<file path="src/rtl/rsd_pkg.sv">
// Contract
// - Link-rotate left to accumulator: old link into bit 0, bit 7 into link, memory kept.
// - Plain right rotate in memory: bit 0 wraps to bit 7, written back, no flags.
// - Plain right rotate to accumulator: bit 0 wraps to bit 7, memory and flags untouched.
// - Link-rotate right in memory: old link into bit 7, bit 0 into link, stored back.
// - Link-rotate right to accumulator: old link into bit 7, bit 0 into link, memory kept.
// - Subtract with borrow: accumulator minus memory minus inverted link, into accumulator.
// - After subtract, link cleared when difference negative, set when zero or positive.
// - Subtract with borrow updates all six status flags.
package rsd_pkg;
  // Register byte offsets
  localparam logic [7:0] RSD_CMD_OFS = 8'h00;
  localparam logic [7:0] RSD_ACC_OFS = 8'h04;
  localparam logic [7:0] RSD_MEM_OFS = 8'h08;
  localparam logic [7:0] RSD_FLG_OFS = 8'h0C;
  localparam logic [7:0] RSD_CNT_OFS = 8'h10;

  // Operation codes written to the command register
  localparam logic [2:0] RSD_OP_NONE = 3'h0;
  localparam logic [2:0] RSD_OP_ROTATE_LEFT_VIA_LINK_BIT_TO_ACCUMULATOR = 3'h1;
  localparam logic [2:0] RSD_OP_ROTATE_RIGHT_IN_PLACE = 3'h2;
  localparam logic [2:0] RSD_OP_ROTATE_RIGHT_TO_ACCUMULATOR = 3'h3;
  localparam logic [2:0] RSD_OP_ROTATE_RIGHT_VIA_LINK_BIT = 3'h4;
  localparam logic [2:0] RSD_OP_ROTATE_RIGHT_VIA_LINK_BIT_TO_ACCUMULATOR = 3'h5;
  localparam logic [2:0] RSD_OP_SUBTRACT_WITH_BORROW = 3'h6;

  // Flag bit positions in the flag register
  localparam int RSD_LINK_BIT = 0;
  localparam int RSD_HALF_LINK_BIT = 1;
  localparam int RSD_ZERO_BIT = 2;
  localparam int RSD_SIGNED_WRAP_BIT = 3;
  localparam int RSD_SIGNED_LINK_BIT = 4;
  localparam int RSD_MULTI_BYTE_NULL_BIT = 5;
  localparam int RSD_FLAG_W = 6;

  // Values after reset
  localparam logic [7:0] RSD_ACC_RST = 8'h00;
  localparam logic [7:0] RSD_MEM_RST = 8'h00;
  localparam logic [5:0] RSD_FLG_RST = 6'h00;
  localparam logic [15:0] RSD_CNT_RST = 16'h0000;
endpackage

</file>
<file path="src/rtl/rsd_alu.sv">
`timescale 1ns/100ps
module rsd_alu
  import rsd_pkg::*;
(
  input wire logic [2:0] op,
  input wire logic [7:0] acc,
  input wire logic [7:0] mem,
  input wire logic [5:0] flags,
  output logic [7:0] acc_res,
  output logic [7:0] mem_res,
  output logic [5:0] flags_res,
  output logic op_ok
);
  logic link;
  logic [8:0] diff;
  logic [4:0] half;
  logic [7:0] d;
  logic ov;

  // Subtraction terms; a borrow out of bit 8 or 4 means a negative part
  assign link = flags[RSD_LINK_BIT];
  assign diff = {1'b0, acc} - {1'b0, mem} - {8'h00, ~link};
  assign half = {1'b0, acc[3:0]} - {1'b0, mem[3:0]} - {4'h0, ~link};
  assign d = diff[7:0];
  assign ov = (acc[7] ^ mem[7]) & (acc[7] ^ d[7]);

  // Result select; operations that do not own a target leave it as it was
  always_comb
  begin
    acc_res = acc;
    mem_res = mem;
    flags_res = flags;
    op_ok = 1'b1;
    case (op)
      RSD_OP_ROTATE_LEFT_VIA_LINK_BIT_TO_ACCUMULATOR:
      begin
        acc_res = {mem[6:0], link};
        flags_res[RSD_LINK_BIT] = mem[7];
      end
      RSD_OP_ROTATE_RIGHT_IN_PLACE:
        mem_res = {mem[0], mem[7:1]};
      RSD_OP_ROTATE_RIGHT_TO_ACCUMULATOR:
        acc_res = {mem[0], mem[7:1]};
      RSD_OP_ROTATE_RIGHT_VIA_LINK_BIT:
      begin
        mem_res = {link, mem[7:1]};
        flags_res[RSD_LINK_BIT] = mem[0];
      end
      RSD_OP_ROTATE_RIGHT_VIA_LINK_BIT_TO_ACCUMULATOR:
      begin
        acc_res = {link, mem[7:1]};
        flags_res[RSD_LINK_BIT] = mem[0];
      end
      RSD_OP_SUBTRACT_WITH_BORROW:
      begin
        acc_res = d;
        flags_res[RSD_LINK_BIT] = ~diff[8];
        flags_res[RSD_HALF_LINK_BIT] = ~half[4];
        flags_res[RSD_ZERO_BIT] = (d == 8'h00);
        flags_res[RSD_SIGNED_WRAP_BIT] = ov;
        flags_res[RSD_SIGNED_LINK_BIT] = ov ^ d[7];
        // Chains across bytes: stays set only while every byte was zero
        flags_res[RSD_MULTI_BYTE_NULL_BIT] = (d == 8'h00) & flags[RSD_MULTI_BYTE_NULL_BIT];
      end
      default:
        op_ok = 1'b0;
    endcase
  end
endmodule

</file>
<file path="src/rtl/rsd_top.sv">
// Decided for this implementation: the APB register port and the register addresses.
`timescale 1ns/100ps
module rsd_top
  import rsd_pkg::*;
#(
  parameter int ADDR_W = 8
)
(
  input wire logic mclk,
  input wire logic rst,
  input wire logic [ADDR_W-1:0] paddr,
  input wire logic psel,
  input wire logic penable,
  input wire logic pwrite,
  input wire logic [31:0] pwdata,
  output logic [31:0] prdata,
  output logic pready,
  output logic pslverr
);
  typedef struct packed {
    logic [7:0] acc;
    logic [7:0] mem;
    logic [5:0] flags;
    logic [2:0] last_op;
    logic [15:0] op_count;
    logic [31:0] rdata;
    logic err;
  } rsd_state_t;

  rsd_state_t state_r;
  rsd_state_t state_nxt;
  logic [7:0] addr;
  logic setup;
  logic wr_edge;
  logic [7:0] acc_res;
  logic [7:0] mem_res;
  logic [5:0] flags_res;
  logic op_ok;

  assign addr = paddr[7:0];
  assign setup = psel & ~penable;
  assign wr_edge = psel & penable & pwrite;

  // Op code comes from the write data so the op runs at the command edge
  rsd_alu u_alu (
    .op(pwdata[2:0]),
    .acc(state_r.acc),
    .mem(state_r.mem),
    .flags(state_r.flags),
    .acc_res(acc_res),
    .mem_res(mem_res),
    .flags_res(flags_res),
    .op_ok(op_ok)
  );

  // Zero wait states: read data and error are prepared in the setup cycle
  always_comb
  begin
    state_nxt = state_r;
    if (setup)
    begin
      state_nxt.rdata = 32'h0000_0000;
      state_nxt.err = 1'b0;
      if (addr == RSD_CMD_OFS)
        state_nxt.rdata = {29'h0000_0000, state_r.last_op};
      else if (addr == RSD_ACC_OFS)
        state_nxt.rdata = {24'h00_0000, state_r.acc};
      else if (addr == RSD_MEM_OFS)
        state_nxt.rdata = {24'h00_0000, state_r.mem};
      else if (addr == RSD_FLG_OFS)
        state_nxt.rdata = {26'h000_0000, state_r.flags};
      else if (addr == RSD_CNT_OFS)
        state_nxt.err = pwrite; // Counter is read only
      else
        state_nxt.err = 1'b1;
      if (addr == RSD_CNT_OFS)
        state_nxt.rdata = {16'h0000, state_r.op_count};
    end
    // Writes land at the access edge; an unknown op code changes nothing
    if (wr_edge && !state_r.err)
    begin
      if (addr == RSD_CMD_OFS)
      begin
        if (op_ok)
        begin
          state_nxt.acc = acc_res;
          state_nxt.mem = mem_res;
          state_nxt.flags = flags_res;
          state_nxt.last_op = pwdata[2:0];
          state_nxt.op_count = state_r.op_count + 16'h0001;
        end
      end
      else if (addr == RSD_ACC_OFS)
        state_nxt.acc = pwdata[7:0];
      else if (addr == RSD_MEM_OFS)
        state_nxt.mem = pwdata[7:0];
      else if (addr == RSD_FLG_OFS)
        state_nxt.flags = pwdata[5:0];
    end
  end

  // Single state register
  always_ff @(posedge mclk)
  begin
    if (rst)
    begin
      state_r.acc <= RSD_ACC_RST;
      state_r.mem <= RSD_MEM_RST;
      state_r.flags <= RSD_FLG_RST;
      state_r.last_op <= RSD_OP_NONE;
      state_r.op_count <= RSD_CNT_RST;
      state_r.rdata <= 32'h0000_0000;
      state_r.err <= 1'b0;
    end
    else
      state_r <= state_nxt;
  end

  // Bus answers; error only shown in the access phase
  assign pready = 1'b1;
  assign prdata = state_r.rdata;
  assign pslverr = psel & penable & state_r.err;
endmodule

</file>
<file path="config.mk">
export PLATFORM = sky130hd
export DESIGN_NAME = rsd_top
export DESIGN_NICKNAME = d
export VERILOG_FILES = /design/src/rtl/rsd_pkg.sv /design/src/rtl/rsd_alu.sv /design/src/rtl/rsd_top.sv
export SDC_FILE = /design/constraint.sdc
export NUM_CORES = 1
export LEC_CHECK = 0
export ABC_AREA = 1
export BUFFER_PORTS_ARGS = -buffer_cell sky130_fd_sc_hd__buf_2
export CAP_MARGIN = 30
export CORE_UTILIZATION = 51
export CTS_CLUSTER_SIZE = 10
export DETAILED_ROUTE_END_ITERATION = 7
export MAX_ROUTING_LAYER = met4
export PLACE_DENSITY = 0.81
export SLEW_MARGIN = 20
export SYNTH_ARGS = -nofsm -noshare
export SYNTH_HDL_FRONTEND = slang
export SYNTH_SLANG_ARGS = --single-unit
</file>
<file path="constraint.sdc">
create_clock -name mclk -period 2 [get_ports mclk]
set_input_delay 0.3 -clock mclk [delete_from_list [all_inputs] [get_ports mclk]]
set_output_delay 0.3 -clock mclk [all_outputs]
set_load 0.1 [all_outputs]
</file>
==> out/qor.csv <==
metric;value;unit
Post-Syn Area;4150;µm²
r2r startpoint;state_r[66];
Die Height;92.2;µm
DR DRC count;0;
Max Cap Violations;0;
Synth-to-Final Area Change;20.0;%
clk buf depth;2;
Async S/R FF share, synth;0;
Internal;1.97;mW
YS warnings;0;
Final Max Tran Viols;0;
logic gate share of total power;0.173;
r2r setup slk;-160;ps
ANT nets after route;0;
Inst Count DP;750;
first-pass GRT wire length;18400;µm
CP startpoint kind;flip-flop;
Final min period;2160;ps
CP max FO;4;
initial antenna violation count;0;
clock latency on the worst-skew pair;350;ps
clock skew;12.7;ps
net switching power;0.959;mW
CP endpoint kind;flip-flop;
most common cell in the synthesized netlist;nand2_1;
crit path kind;flip-flop to flip-flop;
die area;8500;µm²
setup violators final;8;
clock slew seen by the registers of the worst setup and hold paths;70;ps
final-stage net count;726;
Worst Path Arrival;2440;ps
final hold violation count;0;
H-tree Lvls;3;
share of cells above drive strength 1;0.281;
Net Sw Frac;0.328;
Worst Hold End;state_r[73];
CTS Buf Count;9;
Initial Util;0.531;
RSZ-0062 raised after global routing;yes;
Worst Reg-to-Reg Cells;15;
vias in the first global route;3951;
Die Wd;92.2;µm
Non-Filler Instances;771;
hold wc startpoint;pwdata[7];
CTS tree;yes;
1st-iter DRT viols;387;
outcome;finished, violations left;
Flop pwr share;0.404;
overall global routing resource usage;0.282;
Post-synth EDFFs;0;
hpwl dp;8270;µm
pwr/cell area;588;nW/µm²
Tightest Hold Check Type;input pin to flip-flop;
grt total ovfl;0;
final core utilization;0.637;
clock share of power;0.422;
n_diodes;0;
Fin Setup TNS;-668;ps
sequential share of the synthesized area;0.280;
commonest cells in the synthesized netlist;98 x nand2_1, 91 x inv_1, 63 x a21oi_1, 58 x dfxtp_1, 54 x nor2_1;
vias;4282;
FP Rows;32;
largest net degree at the start of global routing;27;
vias per cell;5.55;
Worst EP required;2280;ps
post-layout worst setup margin;-160;ps
Mean Syn Cell Area;6.85;µm²
Primary FF master, synth;dfxtp_1;
Num Clock Sinks;58;
DRT Pass-1 Iters;5;
fmax;463;MHz
Pleak;2.24;nW
dpl cell area;4480;µm²
Hold Path Depth;3;
RD Place Congestion;0.988;
synth top area cells;dfxtp_1 28%, nand2_1 8.9%, inv_1 8.2%;
CTS Root Cell;clkbuf_8;
Final Cycle Share;1.08;
I/O Buffers;37;
violations in the final reports;setup timing;
Synth top area share;0.280;
RR Endpoint;state_r[57];
fin area;4980;µm²
routed len/inst;15.0;µm
I/O pins;79;
Core Region;7810;µm²
Yosys cell types;44;
dominant cell type by area after synthesis;dfxtp_1;
Cells after Synth;605;
synthesis-stage register bit count;58;
maximum VDD drop;0.306;mV
routed wire length;11600;µm
sequential cells by signal, indices dropped and copies added, names as in the netlist:
| name | cells |
|---|---|
| state_r | 42 |
| prdata | 16 |
layer usage:
layer | share of wire | global-route usage
met5 | 0 | -
met3 | 0.090 | 0.0498
met2 | 0.46 | 0.447
met4 | 0.023 | 0.104
met1 | 0.42 | 0.358
repair_timing:
action,in CTS,in global routing
cloned,0,0
setup endpoints to repair,11,14
pin swaps,10,23
setup buffers,1,4
hold buffers,0,0
resized for setup,16,49
final cells by class:
cell class              instances  area, µm²
clock buffers                   9        124
clock inverters                 7        103
fillers                       629       2830
inverters                      98        373
multi-input cells             416       2550
flip-flops and latches         58       1170
well taps                     102        128
repair buffers                 81        531
how the worst max path moves through the flow:
stage | end | start | slack, ps
2_1_floorplan | state_r[57] | state_r[66] | -10
3_3_place_gp | state_r[57] | state_r[66] | -120
3_5_place_dp | state_r[57] | state_r[66] | -190
4_1_cts | state_r[57] | state_r[52] | -130
5_1_grt | state_r[57] | state_r[66] | -270
6_report | state_r[57] | state_r[66] | -160
power groups by stage:
stage	logic (mW)	registers [mW]	clock network, mW
after floorplan	0.464	1.21	0
after global placement	0.489	1.21	0
after detailed placement	0.495	1.21	0
after CTS	0.499	1.18	1.24
after global routing	0.530	1.19	1.29
final	0.508	1.18	1.24
placed cells by master (no fill, tap or decap), drive strengths merged, types with 17 or more instances in the layout:
master / count
a21oi: 66
dfxtp: 58
buf: 81
inv: 99
o21ai: 54
nand3: 26
nor2: 65
nand2: 105
conb: 17
critical path, cell delays in order (launching register included):
cell and delay (ps):
dfxtp_2 330, inv_2 50, fa_2 580, inv_2 50, ha_4 160, o21ai_4 130, nand2_2 80, nand2_2 90
nand2_2 70, nand2_4 80, nand2_4 60, nor2_2 70, nand3_1 60, nand2_1 90, nand2_1 60, a21oi_1 110
metrics by stage:
step | hold WS [ps] | setup WS (ps) | power [mW]
finish | 254 | -160 | 2.93
detailed placement | 453 | -186 | 1.70
global route | 278 | -269 | 3.01
global placement | 455 | -122 | 1.70
CTS | 251 | -129 | 2.92
floorplan | 440 | -13.6 | 1.67
kinds of logic (layout without fill, tap and decap cells):
logic type,count (synthesis),count (layout),synth area share
other,2,17,0.00181
and+or+nand+nor,233,233,0.284
DFF,58,58,0.280
xor gates and xnor gates,5,5,0.0106
buffers and inverters,146,195,0.172
adders and majority gates,17,17,0.0549
AOI/OAI and AO/OA,144,144,0.197
Note: power is estimated with default switching activity, not from simulation.
